[src/shared/bmr_pkg.sv]
// Shared constants and helpers for the banked mode register file
`default_nettype none
package bmr_pkg;
  localparam int XLEN     = 32;
  localparam int NUM_GPR  = 31;
  localparam int NUM_SAVE = 5;

  // Mode field encodings
  localparam logic [4:0] MODE_USER  = 5'h10;
  localparam logic [4:0] MODE_FAST  = 5'h11;
  localparam logic [4:0] MODE_IRQ   = 5'h12;
  localparam logic [4:0] MODE_SUPV  = 5'h13;
  localparam logic [4:0] MODE_ABORT = 5'h17;
  localparam logic [4:0] MODE_BAD_OPCODE_BANK = 5'h1B;
  localparam logic [4:0] MODE_SYS   = 5'h1F;

  // Status word field positions
  localparam int SW_N_BIT    = 31;
  localparam int SW_Z_BIT    = 30;
  localparam int SW_C_BIT    = 29;
  localparam int SW_V_BIT    = 28;
  localparam int SW_I_BIT    = 7;
  localparam int SW_F_BIT    = 6;
  localparam int SW_T_BIT    = 5;
  localparam int SW_MODE_LSB = 0;
  localparam logic [31:0] SW_RESET = 32'h000000D3;

  // Register indices with fixed roles
  localparam logic [3:0] IDX_FIRST_BANKED = 4'h8;
  localparam logic [3:0] IDX_STACK        = 4'hD;
  localparam logic [3:0] IDX_LINK         = 4'hE;
  localparam logic [3:0] IDX_PC           = 4'hF;

  // Physical slots: 0..15 user view, then private copies
  localparam logic [4:0] PH_PC         = 5'h0F;
  localparam logic [4:0] PH_FAST_BASE  = 5'h10;
  localparam logic [4:0] PH_IRQ_SP     = 5'h17;
  localparam logic [4:0] PH_SUPV_SP    = 5'h19;
  localparam logic [4:0] PH_ABORT_SP   = 5'h1B;
  localparam logic [4:0] PH_BAD_OPCODE_BANK_SP   = 5'h1D;

  // Exception request bit positions
  localparam int EXC_ABORT = 0;
  localparam int EXC_FAST  = 1;
  localparam int EXC_IRQ   = 2;
  localparam int EXC_BAD_OPCODE_BANK = 3;
  localparam int EXC_TRAP  = 4;

  // Entry addresses
  localparam logic [31:0] VEC_BAD_OPCODE_BANK = 32'h00000004;
  localparam logic [31:0] VEC_TRAP  = 32'h00000008;
  localparam logic [31:0] VEC_ABORT = 32'h00000010;
  localparam logic [31:0] VEC_IRQ   = 32'h00000018;
  localparam logic [31:0] VEC_FAST  = 32'h0000001C;

  // Saved status word slot of a mode; valid low for user and system
  function automatic logic [3:0] bmr_save_slot(input logic [4:0] mode);
    logic [3:0] r;
    r = 4'h0;
    case (mode)
      MODE_FAST:  r = 4'h8;
      MODE_IRQ:   r = 4'h9;
      MODE_SUPV:  r = 4'hA;
      MODE_ABORT: r = 4'hB;
      MODE_BAD_OPCODE_BANK: r = 4'hC;
      default:    r = 4'h0;
    endcase
    return r;
  endfunction
endpackage
`default_nettype wire

[src/logic/bmr_bank_map.sv]
// Logical register index to physical slot mapping per mode
`timescale 1ns/10ps
`default_nettype none
module bmr_bank_map
  import bmr_pkg::*;
(
  input  wire logic [4:0] mode,
  input  wire logic [3:0] idx,
  output logic      [4:0] phys
);
  logic [4:0] sp_base;
  logic       pair;

  assign pair = (idx == IDX_STACK) || (idx == IDX_LINK);

  always_comb
  begin
    sp_base = PH_SUPV_SP;
    case (mode)
      MODE_IRQ:   sp_base = PH_IRQ_SP;
      MODE_SUPV:  sp_base = PH_SUPV_SP;
      MODE_ABORT: sp_base = PH_ABORT_SP;
      MODE_BAD_OPCODE_BANK: sp_base = PH_BAD_OPCODE_BANK_SP;
      default:    sp_base = PH_SUPV_SP;
    endcase
  end

  always_comb
  begin
    // State bit is ignored, so both instruction widths share the low slots
    phys = {1'b0, idx};
    case (mode)
      MODE_FAST:
        if (idx >= IDX_FIRST_BANKED && idx != IDX_PC)
          phys = PH_FAST_BASE + {2'b00, idx[2:0]} - 5'h08 + {1'b0, idx[3], 3'b000};
      MODE_IRQ, MODE_SUPV, MODE_ABORT, MODE_BAD_OPCODE_BANK:
        if (pair)
          phys = sp_base + {4'h0, idx == IDX_LINK};
      // User, system and unknown encodings share the user view
      default:
        phys = {1'b0, idx};
    endcase
  end
endmodule
`default_nettype wire

[src/logic/bmr_cond_check.sv]
// Condition field evaluation against the arithmetic flags
`timescale 1ns/10ps
`default_nettype none
module bmr_cond_check
  import bmr_pkg::*;
(
  input  wire logic [3:0] cond,
  input  wire logic [3:0] nzcv,
  output logic            pass
);
  logic n, z, c, v;

  assign n = nzcv[3];
  assign z = nzcv[2];
  assign c = nzcv[1];
  assign v = nzcv[0];

  always_comb
  begin
    pass = 1'b0;
    case (cond)
      4'h0:    pass = z;
      4'h1:    pass = !z;
      4'h2:    pass = c;
      4'h3:    pass = !c;
      4'h4:    pass = n;
      4'h5:    pass = !n;
      4'h6:    pass = v;
      4'h7:    pass = !v;
      4'h8:    pass = c && !z;
      4'h9:    pass = !c || z;
      4'hA:    pass = n == v;
      4'hB:    pass = n != v;
      4'hC:    pass = !z && (n == v);
      4'hD:    pass = z || (n != v);
      4'hE:    pass = 1'b1;
      // Reserved code never executes
      default: pass = 1'b0;
    endcase
  end
endmodule
`default_nettype wire

[src/logic/bmr_regfile.sv]
// Mode banked register file with status words and exception entry and return
//
// Contract
// - Seven modes: user, fast, irq, supervisor, abort, system, undefined; non-user privileged.
// - Thirty-one 32-bit general registers plus six status words in total.
// - Sixteen indices visible at once, chosen by mode; rest are shadows.
// - Index 15 is the program counter, readable by any instruction.
// - After a subroutine call index 14 holds the return address.
// - Indices 0 to 7 map to one shared physical register in every mode.
// - Indices 8 to 14 select physical registers that depend on mode.
// - Each exception mode owns private copies of indices 13 and 14.
// - Fast interrupt mode also owns private copies of indices 8 to 12.
// - System mode uses exactly the user registers while privileged.
// - Current status word holds negative, zero, carry and overflow flags.
// - Status word holds two interrupt disables, state bit, five-bit mode field.
// - Each exception mode owns a saved status word loaded on entry.
// - Exception entry loads the mode's private link register with return address.
// - Five exception types, each entering its own privileged mode.
// - Return copies saved word to current word and link to program counter.
// - Four-bit condition field in bits 31 to 28 decides execution.
// - Mode changes by software, interrupts or exceptions; mapping follows.
// - Several simultaneous exceptions resolve to a single entry.
// - Compact state low eight registers are the same physical registers.
`timescale 1ns/10ps
`default_nettype none
module bmr_regfile
  import bmr_pkg::*;
(
  input  wire logic              clk,
  input  wire logic              reset,
  input  wire logic [3:0]        rd_a_idx,
  output logic      [XLEN-1:0]   rd_a_data,
  input  wire logic [3:0]        rd_b_idx,
  output logic      [XLEN-1:0]   rd_b_data,
  input  wire logic              wr_en,
  input  wire logic [3:0]        wr_idx,
  input  wire logic [XLEN-1:0]   wr_data,
  input  wire logic              pc_wr_en,
  input  wire logic [XLEN-1:0]   pc_wr_data,
  output logic      [XLEN-1:0]   program_counter,
  input  wire logic              call_en,
  input  wire logic [XLEN-1:0]   call_ret_addr,
  input  wire logic              status_wr_en,
  input  wire logic [XLEN-1:0]   status_wr_data,
  input  wire logic              flags_wr_en,
  input  wire logic [3:0]        flags_in,
  output logic      [XLEN-1:0]   current_status_word,
  output logic                   privileged,
  input  wire logic              saved_wr_en,
  input  wire logic [XLEN-1:0]   saved_wr_data,
  output logic      [XLEN-1:0]   saved_status_word,
  input  wire logic [4:0]        exc_req,
  input  wire logic [XLEN-1:0]   exc_ret_addr,
  output logic                   exc_taken,
  input  wire logic              ret_en,
  input  wire logic [XLEN-1:0]   instr_word,
  output logic                   cond_pass
);
  logic [XLEN-1:0] gpr_reg [0:NUM_GPR-1];
  logic [XLEN-1:0] saved_reg [0:NUM_SAVE-1];
  logic [XLEN-1:0] status_reg;
  logic            exc_taken_reg;

  logic [4:0]      mode;
  logic [4:0]      ph_a, ph_b, ph_wr, ph_link, ph_exc_link;
  logic [3:0]      slot_cur, slot_exc;
  logic            save_valid;
  logic            exc_take;
  logic            ret_take;
  logic [4:0]      exc_mode;
  logic [XLEN-1:0] exc_vec;
  logic            mode_ok;
  logic [4:0]      wr_mode;

  assign mode = status_reg[SW_MODE_LSB +: 5];

  // Validity of a software-written mode field
  always_comb
  begin
    wr_mode = status_wr_data[SW_MODE_LSB +: 5];
    case (wr_mode)
      MODE_USER, MODE_FAST, MODE_IRQ, MODE_SUPV,
      MODE_ABORT, MODE_BAD_OPCODE_BANK, MODE_SYS: mode_ok = 1'b1;
      default:                          mode_ok = 1'b0;
    endcase
  end

  assign privileged = (mode != MODE_USER);

  // Port and link mappings use the live mode, so they follow every change; the entry link map uses exc_mode
  bmr_bank_map u_map_a
  (
    .mode (mode),
    .idx  (rd_a_idx),
    .phys (ph_a)
  );
  bmr_bank_map u_map_b
  (
    .mode (mode),
    .idx  (rd_b_idx),
    .phys (ph_b)
  );
  bmr_bank_map u_map_wr
  (
    .mode (mode),
    .idx  (wr_idx),
    .phys (ph_wr)
  );
  bmr_bank_map u_map_link
  (
    .mode (mode),
    .idx  (IDX_LINK),
    .phys (ph_link)
  );
  bmr_bank_map u_map_exc
  (
    .mode (exc_mode),
    .idx  (IDX_LINK),
    .phys (ph_exc_link)
  );

  bmr_cond_check u_cond
  (
    .cond (instr_word[31:28]),
    .nzcv (status_reg[SW_N_BIT:SW_V_BIT]),
    .pass (cond_pass)
  );

  // Interrupts are masked by their disable bits; others always enter
  always_comb
  begin
    exc_take = 1'b1;
    exc_mode = MODE_SUPV;
    exc_vec  = VEC_TRAP;
    if (exc_req[EXC_ABORT])
    begin
      exc_mode = MODE_ABORT;
      exc_vec  = VEC_ABORT;
    end
    else if (exc_req[EXC_FAST] && !status_reg[SW_F_BIT])
    begin
      exc_mode = MODE_FAST;
      exc_vec  = VEC_FAST;
    end
    else if (exc_req[EXC_IRQ] && !status_reg[SW_I_BIT])
    begin
      exc_mode = MODE_IRQ;
      exc_vec  = VEC_IRQ;
    end
    else if (exc_req[EXC_BAD_OPCODE_BANK])
    begin
      exc_mode = MODE_BAD_OPCODE_BANK;
      exc_vec  = VEC_BAD_OPCODE_BANK;
    end
    else if (exc_req[EXC_TRAP])
    begin
      exc_mode = MODE_SUPV;
      exc_vec  = VEC_TRAP;
    end
    else
    begin
      exc_take = 1'b0;
    end
  end

  assign slot_cur   = bmr_save_slot(mode);
  assign slot_exc   = bmr_save_slot(exc_mode);
  assign save_valid = slot_cur[3];
  // Return only from a mode that owns a saved word; entry wins over return
  assign ret_take   = ret_en && save_valid && !exc_take;

  // General registers: later assignments take priority
  always_ff @(posedge clk)
  begin
    if (reset)
    begin
      for (int i = 0; i < NUM_GPR; i++)
        gpr_reg[i] <= '0;
    end
    else
    begin
      if (pc_wr_en)
        gpr_reg[PH_PC] <= pc_wr_data;
      if (wr_en && !exc_take)
        gpr_reg[ph_wr] <= wr_data;
      if (call_en && !exc_take)
        gpr_reg[ph_link] <= call_ret_addr;
      if (ret_take)
        gpr_reg[PH_PC] <= gpr_reg[ph_link];
      if (exc_take)
      begin
        gpr_reg[ph_exc_link] <= exc_ret_addr;
        gpr_reg[PH_PC]       <= exc_vec;
      end
    end
  end

  // Current status word
  always_ff @(posedge clk)
  begin
    if (reset)
      status_reg <= SW_RESET;
    else if (exc_take)
    begin
      status_reg[SW_MODE_LSB +: 5] <= exc_mode;
      status_reg[SW_T_BIT]         <= 1'b0;
      status_reg[SW_I_BIT]         <= 1'b1;
      if (exc_mode == MODE_FAST)
        status_reg[SW_F_BIT] <= 1'b1;
    end
    else if (ret_take)
      status_reg <= saved_reg[slot_cur[2:0]];
    else if (status_wr_en && privileged)
    begin
      status_reg[31:5] <= status_wr_data[31:5];
      // Unknown encodings would leave no legal bank, so keep the old mode
      if (mode_ok)
        status_reg[SW_MODE_LSB +: 5] <= wr_mode;
    end
    else if (status_wr_en)
      status_reg[SW_N_BIT:SW_V_BIT] <= status_wr_data[SW_N_BIT:SW_V_BIT];
    else if (flags_wr_en)
      status_reg[SW_N_BIT:SW_V_BIT] <= flags_in;
  end

  // Saved status words
  always_ff @(posedge clk)
  begin
    if (reset)
    begin
      for (int i = 0; i < NUM_SAVE; i++)
        saved_reg[i] <= '0;
    end
    else if (exc_take)
      saved_reg[slot_exc[2:0]] <= status_reg;
    else if (saved_wr_en && save_valid)
      saved_reg[slot_cur[2:0]] <= saved_wr_data;
  end

  // Registered read ports; a same-cycle write is not forwarded
  always_ff @(posedge clk)
  begin
    if (reset)
    begin
      rd_a_data <= '0;
      rd_b_data <= '0;
    end
    else
    begin
      rd_a_data <= gpr_reg[ph_a];
      rd_b_data <= gpr_reg[ph_b];
    end
  end

  always_ff @(posedge clk)
  begin
    if (reset)
      saved_status_word <= '0;
    else
      saved_status_word <= save_valid ? saved_reg[slot_cur[2:0]] : '0;
  end

  always_ff @(posedge clk)
  begin
    if (reset)
      exc_taken_reg <= 1'b0;
    else
      exc_taken_reg <= exc_take;
  end

  assign exc_taken           = exc_taken_reg;
  assign program_counter     = gpr_reg[PH_PC];
  assign current_status_word = status_reg;
endmodule
`default_nettype wire

[config.mk]
export PLATFORM = sky130hd
export DESIGN_NAME = bmr_regfile
export DESIGN_NICKNAME = d
export VERILOG_FILES = /design/src/shared/bmr_pkg.sv /design/src/logic/bmr_bank_map.sv /design/src/logic/bmr_cond_check.sv /design/src/logic/bmr_regfile.sv
export SDC_FILE = /design/constraint.sdc
export NUM_CORES = 2
export LEC_CHECK = 0
export BUFFER_PORTS_ARGS = -buffer_cell sky130_fd_sc_hd__buf_2
export CAP_MARGIN = 5
export CORE_MARGIN = 8
export CORE_UTILIZATION = 30
export DETAILED_ROUTE_END_ITERATION = 8
export GPL_ROUTABILITY_DRIVEN = 0
export SLEW_MARGIN = 20
export SYNTH_ARGS = -nofsm -noshare
export SYNTH_HDL_FRONTEND = slang
export SYNTH_SLANG_ARGS = --single-unit
[constraint.sdc]
create_clock -name clk -period 5.2 [get_ports clk]
set_clock_uncertainty 0.15 [all_clocks]
set_input_delay 0.78 -clock clk [delete_from_list [all_inputs] [get_ports clk]]
set_output_delay 0.78 -clock clk [all_outputs]
set_load 0.03 [all_outputs]
# == Word-level counts from Yosys, hierarchy flattened ==
# Memories as Yosys holds them, arrays and structs flattened. A register that Yosys moved wholly into a read port is not among the register bits.
# Index checks and enable logic that the tools add are counted.
# word_totals
mem_count,2
reg_bits,65
ram_bits,1152
inputBits,254
# op_classes
n_addsub,14
reduce_logical,44
bitwise_logic,11
magnitude_cmp,3
n_eq_ne,46
muxes,77
# mem_list
memory,depth,width,read_ports,rd_ports_with_merged_regs,wr,line_no,rtl
gpr_reg,31,32,4,2,31,bmr_regfile.sv:59,logic [XLEN-1:0] gpr_reg [0:NUM_GPR-1];
saved_reg,5,32,1,0,5,bmr_regfile.sv:60,logic [XLEN-1:0] saved_reg [0:NUM_SAVE-1];
# ops
cell,n
32-bit 2-to-1 mux,9
32-bit OR reduction,5
"5-bit equality test, second input constant",18
5-bit 2-to-1 mux,13
"4-bit equality test, second input constant",13
5-bit one-hot mux with 2 select lines,5
1-bit 2-to-1 mux,33
4-bit 2-to-1 mux,8
28-bit 2-to-1 mux,1
4-bit one-hot mux with 3 select lines,2
4-bit one-hot mux with 5 select lines,1
"4-bit by 3-bit equality test with 1-bit output, second input constant",4
5-bit by 1-bit adder with 5-bit output,3
"5-bit by 3-bit adder with 5-bit output, first input constant",3
5-bit by 4-bit adder with 5-bit output,3
1-bit one-hot mux with 15 select lines,1
3-bit one-hot mux with 5 select lines,1
"5-bit by 4-bit subtractor with 5-bit output, second input constant",3
1-bit logical AND,13
"4-bit >= comparator, second input constant",3
"4-bit != test, second input constant",3
"5-bit by 1-bit adder with 5-bit output, second input constant",2
"4-bit by 2-bit equality test with 1-bit output, second input constant",2
2-bit AND reduction,4
20 further kinds,42

# == Depth between registers and ports, before layout ==
# depth
ltp_word,16
depth_mapped,19
ltp_nobuf,12

# == By module ==
# From an unflattened synthesis, not the netlist that was laid out.
# hier_totals
hier_cells,6827
hier_area_um2,82280.2
# by_module_without_submodules
mod,area_per_inst_um2,cells_each,n_inst
bmr_regfile,81002.7,6645,1
bmr_bank_map (u_map_a ...),215.2,31,4
bmr_bank_map (u_map_wr),222.7,30,1
bmr_cond_check,193.9,28,1

# == Worst setup path before layout ==
# OpenSTA, ideal clock, no wires.
# synth_timing
kind,reg2reg
from,"reg status_reg[2], in the netlist current_status_word[2]"
to,"mem gpr_reg[15][0], enable pin"
arrival_time_ns,4.554
path_stages_with_launch,18
setup_time_ns,0.559
path_buffers,7
period_less_slack_ns,5.263
path_slack_ns,-0.063
cell_sequence,dfxtp_1 buf_2 xor2_1 or3_1 clkbuf_1 buf_1 clkbuf_1 inv_1 ha_1 o21ai_0 a21oi_1 o311a_1 clkbuf_1 or2b_1 nand2b_1 buf_4 buf_2 nand3b_1
# synth_rtl
item,line_no,rtl
"start, declared",bmr_regfile.sv:61,logic [XLEN-1:0] status_reg;
"start signal, assigned by index",bmr_regfile.sv:205,status_reg[SW_MODE_LSB +: 5] <= exc_mode;
"start signal, assigned",bmr_regfile.sv:212,status_reg <= saved_reg[slot_cur[2:0]];
"start signal, assigned by index",bmr_regfile.sv:218,status_reg[SW_MODE_LSB +: 5] <= wr_mode;
"end, declared",bmr_regfile.sv:59,

# == Worst setup path after layout ==
# layout_timing
from,"reg status_reg[0], in the netlist current_status_word[0]"
to,"reg rd_a_data[12], read port of gpr_reg"
# layout_between
elab_chain_cells,5
elab_cells_between_ends,10
# layout_rtl
item,line_no,rtl
5-bit equality test,"bmr_bank_map.sv:19, bmr_bank_map.sv:32",
4-bit one-hot mux with 3 select lines,bmr_bank_map.sv:19,case (mode)
5-bit by 1-bit adder with 5-bit output,bmr_bank_map.sv:38,"phys = sp_base + {4'h0, idx == IDX_LINK};"
5-bit 2-to-1 mux,bmr_bank_map.sv:37,if (pair)
5-bit one-hot mux with 2 select lines *,bmr_bank_map.sv:32,case (mode)
"end, declared",bmr_regfile.sv:32,"output logic [XLEN-1:0] rd_a_data,"
# Mark *: on every way between the ends. The rest lies on a longest branch, timed or not.
# A chain may end at the register's enable or synchronous reset.

==> results by group <==
Final layout
  • Layout cells sized above 1: about 20%
  • P&R area growth vs syn: 15.78%
  • FILL cells: 23550
  • Most frequent cells in the layout: nand2_1 (1340), edfxtp_1 (1184), nor2_1 (977)
  • Utilization after layout: a little over a third
  • Max reg flops: a little over 1000
  • Number of nets in the layout: slightly above 7000
  • Commonest non-fill, non-tap cell in the layout: nand2_1

Run
  • Maxcap violations: 0

Clock network
  • Hold buffers post-CTS: 0
  • Setup bufs post-CTS: 0
  • Cts repair resizes: 0
  • Clk_lat worst skew: 820 ps
  • CTS tree: yes
  • Clock Root Buffer: clkbuf_16
  • Clock sink count: 1313
  • Total CTS buffers: 139
  • Reg clk slew, reported paths: roughly 60 ps
  • Max Buffers Root-to-Sink: 3
  • Htree depth: 4

Worst setup path
  • Worst path max stage delay: 780 ps
  • CP endpoint kind: register
  • Critical R2R Launch: current_status_word[0]$_SDFFE_PP1P_
  • Buf+Inv Stages, Crit Path: 3
  • CP cell instances: xor2_1, or3_4, inv_1, ha_1, nor4_1, o41a_2, buf_4, mux4_2, o22ai_1, nor4_1, buf_4
  • CP max stage cell: o41a_2
  • Worst Path Class, Setup: reg2reg
  • CP delay by family, top: simple AND/OR/NAND/NOR gates
  • Startpoint types: register
  • Data required time of the worst path: 5820 ps
  • Crit path max fanout: 16
  • WP data arrival: about 5400 ps
  • CP startpoint: current_status_word[0]$_SDFFE_PP1P_

Synth
  • Netlist Area Pre-Place: 0.07145 sq mm
  • Synth area leader: edfxtp_1
  • Unique cell type count in the Yosys netlist: 94
  • Synth Net Count: roughly 7000
  • Avg Synthesized Cell Area: between 10 and 15 sq um
  • Top cell type's share of synthesized area: between 40% and 50%
  • Post-synth EDFFs: around 1200
  • Yosys warning total: 0
  • Dominant cells by area after synthesis: edfxtp_1 (50%), mux4_2 (7.9%), nand2_1 (7.2%), nor2_1 (5.2%), dfxtp_1 (3.6%)
  • Post-synthesis sequential area ratio: 53.37%
  • Gate Count Post-Synth: 6767
  • Post-synthesis async set-or-reset flop share: 0%
  • Seq cells post-synth: roughly 1300
  • Ys flop type: edfxtp_1

GRT
  • Initial antenna violation count: 52
  • Total grt overflow: 0
  • Global-route wire length before repair: about 400 mm
  • Vias in the first global route: between 50000 and 60000
  • Overall Global Routing Usage: about 21%
  • Largest net degree at the start of global routing: 132

Routing
  • Via count: a little under 60000
  • Routed Antenna Nets: 0
  • DRC viols: 0
  • Routed WL: 286.6 mm
  • Via/cell ratio: roughly 5.8
  • Routed len/inst: ~28 um
  • DRT Pass-1 Iters: 6
  • First DRT Iteration DRCs: 8614

Power
  • Cell leakage power: a little over 0.03 uW
  • Pwr dens: roughly 330 mW/mm^2
  • Worst VDD drop: between 0.3 and 0.4 mV

Timing
  • Finish-stage setup viols: 0
  • Final period utilization: between 90% and 100%
  • Final Hold Fails: 0
  • RSZ-0062 raised after global routing: false
  • Slew Limit Fails: 0
  • Slew HR: roughly a third
  • Total negative slack: 0 ps
  • Worst-Margin Slew: around 1000 ps
  • Fmax: between 200 and 250 MHz
  • Final min period: ~4700 ps

Placed design
  • DP HPWL: approximately 200 mm
  • I/O Buffers: between 300 and 400

Worst hold path
  • Tightest Hold Check Type: in2reg
  • Hold path start: exc_req[3]

Floorplanning
  • # IOs: 417
  • Total Die Area: 0.2540 sq mm
  • Die height: around 500 um
  • Die Width: between 500 and 600 um
  • Core ar.: 0.2374 sq mm
  • Num rows: 179
  • Initial core utilization: between 30% and 40%

Outcome
  • Status: completed
## tightest hold or removal path, cell delays in order
cell     delay [ps]
buf_2           150
inv_1            80
a21oi_1          60
## metrics by stage
stage | hold slack [ps] | setup WS (ps) | power, uW | area (sq um) | instances
3_5_place_dp | 343.8 | 412.2 | 17440 | 78170 | 9925
4_1_cts | 113.3 | 532.2 | 27380 | 82690 | 10180
3_3_place_gp | 333.5 | 177.2 | 17360 | 78170 | 9925
2_1_floorplan | 312.0 | 65.33 | 15300 | 71450 | 6767
6_report | 165.9 | 451.7 | 27390 | 82730 | 10190
5_1_grt | 156.0 | 289.5 | 28120 | 82700 | 10180
## path summary, 6_finish.rpt
path | endpoint | slack (ps) | cells past startpoint
max reg2reg | rd_a_data[12]$_SDFF_PP0_ | 450 | 11
min | current_status_word[3]$_SDFFE_PP0P_ | 170 | 3
max | rd_a_data[12]$_SDFF_PP0_ | 450 | 11
min reg2reg | saved_status_word[16]$_SDFF_PP0_ | 360 | 2
## power by group
part	internal [uW]	switching, uW
logic	1590	3330
registers	12000	372
clock network	5570	4490
## metal layers
metal | global-route usage (%) | wire length (um) | part of all wire [%] | vias to the layer above
li1 | - | - | - | 25180
met1 | 28.71 | 110100 | 38 | 29330
met2 | 33.42 | 127400 | 44 | 4080
met3 | 5.695 | 35980 | 13 | 592
met4 | 8.045 | 12980 | 4.5 | 28
met5 | 0 | 178 | 0.062 | -
## cell usage after synthesis (11+ instances only)
cell	count
nor4_1	38
o41ai_1	23
buf_1	51
a221oi_1	35
buf_6	13
o221ai_1	39
inv_1	48
nor3_1	41
a22oi_1	33
dfxtp_1	129
nor2b_1	11
o21ai_0	120
a311oi_1	128
a21oi_1	118
buf_4	27
nand2_1	1368
buf_2	142
o41ai_2	31
a22o_1	64
o22ai_1	31
mux2_2	67
clkbuf_1	494
and3_1	281
nor2_1	988
mux4_2	252
and2_1	46
o21a_1	20
nand4_1	24
edfxtp_1	1184
o21ai_1	32
a211oi_1	130
nand3_1	151
o31ai_1	195
mux2i_1	228
a31oi_1	47
## logic make-up (layout without fill, tap and decap cells)
kind of cell	count (synthesis)	count (layout)	synth area share, %
buffers and inverters	778	1020	4.619
xor gates and xnor gates	8	8	0.1086
muxes	547	547	12.19
AOI/OAI and AO/OA	1121	1121	11.84
adders and majority gates	7	7	0.1226
and+or+nand+nor	2993	2993	17.74
DFF	1313	1313	53.37
other	0	12	0
## layout make-up
| type | instances | area [sq um] | area share [%] |
|---|---|---|---|
| repair buffers | 720 | 5134 | 6.206 |
| clock inverters | 61 | 695.7 | 0.8409 |
| flip-flops and latches | 1313 | 38140 | 46.10 |
| multi-input cells | 4676 | 30760 | 37.18 |
| well taps | 3167 | 3963 | 4.790 |
| inverters | 50 | 191.4 | 0.2314 |
| clock buffers | 189 | 3819 | 4.616 |
| diodes | 12 | 30.03 | 0.03630 |
No activity file was read; power rests on OpenSTA's default activity.
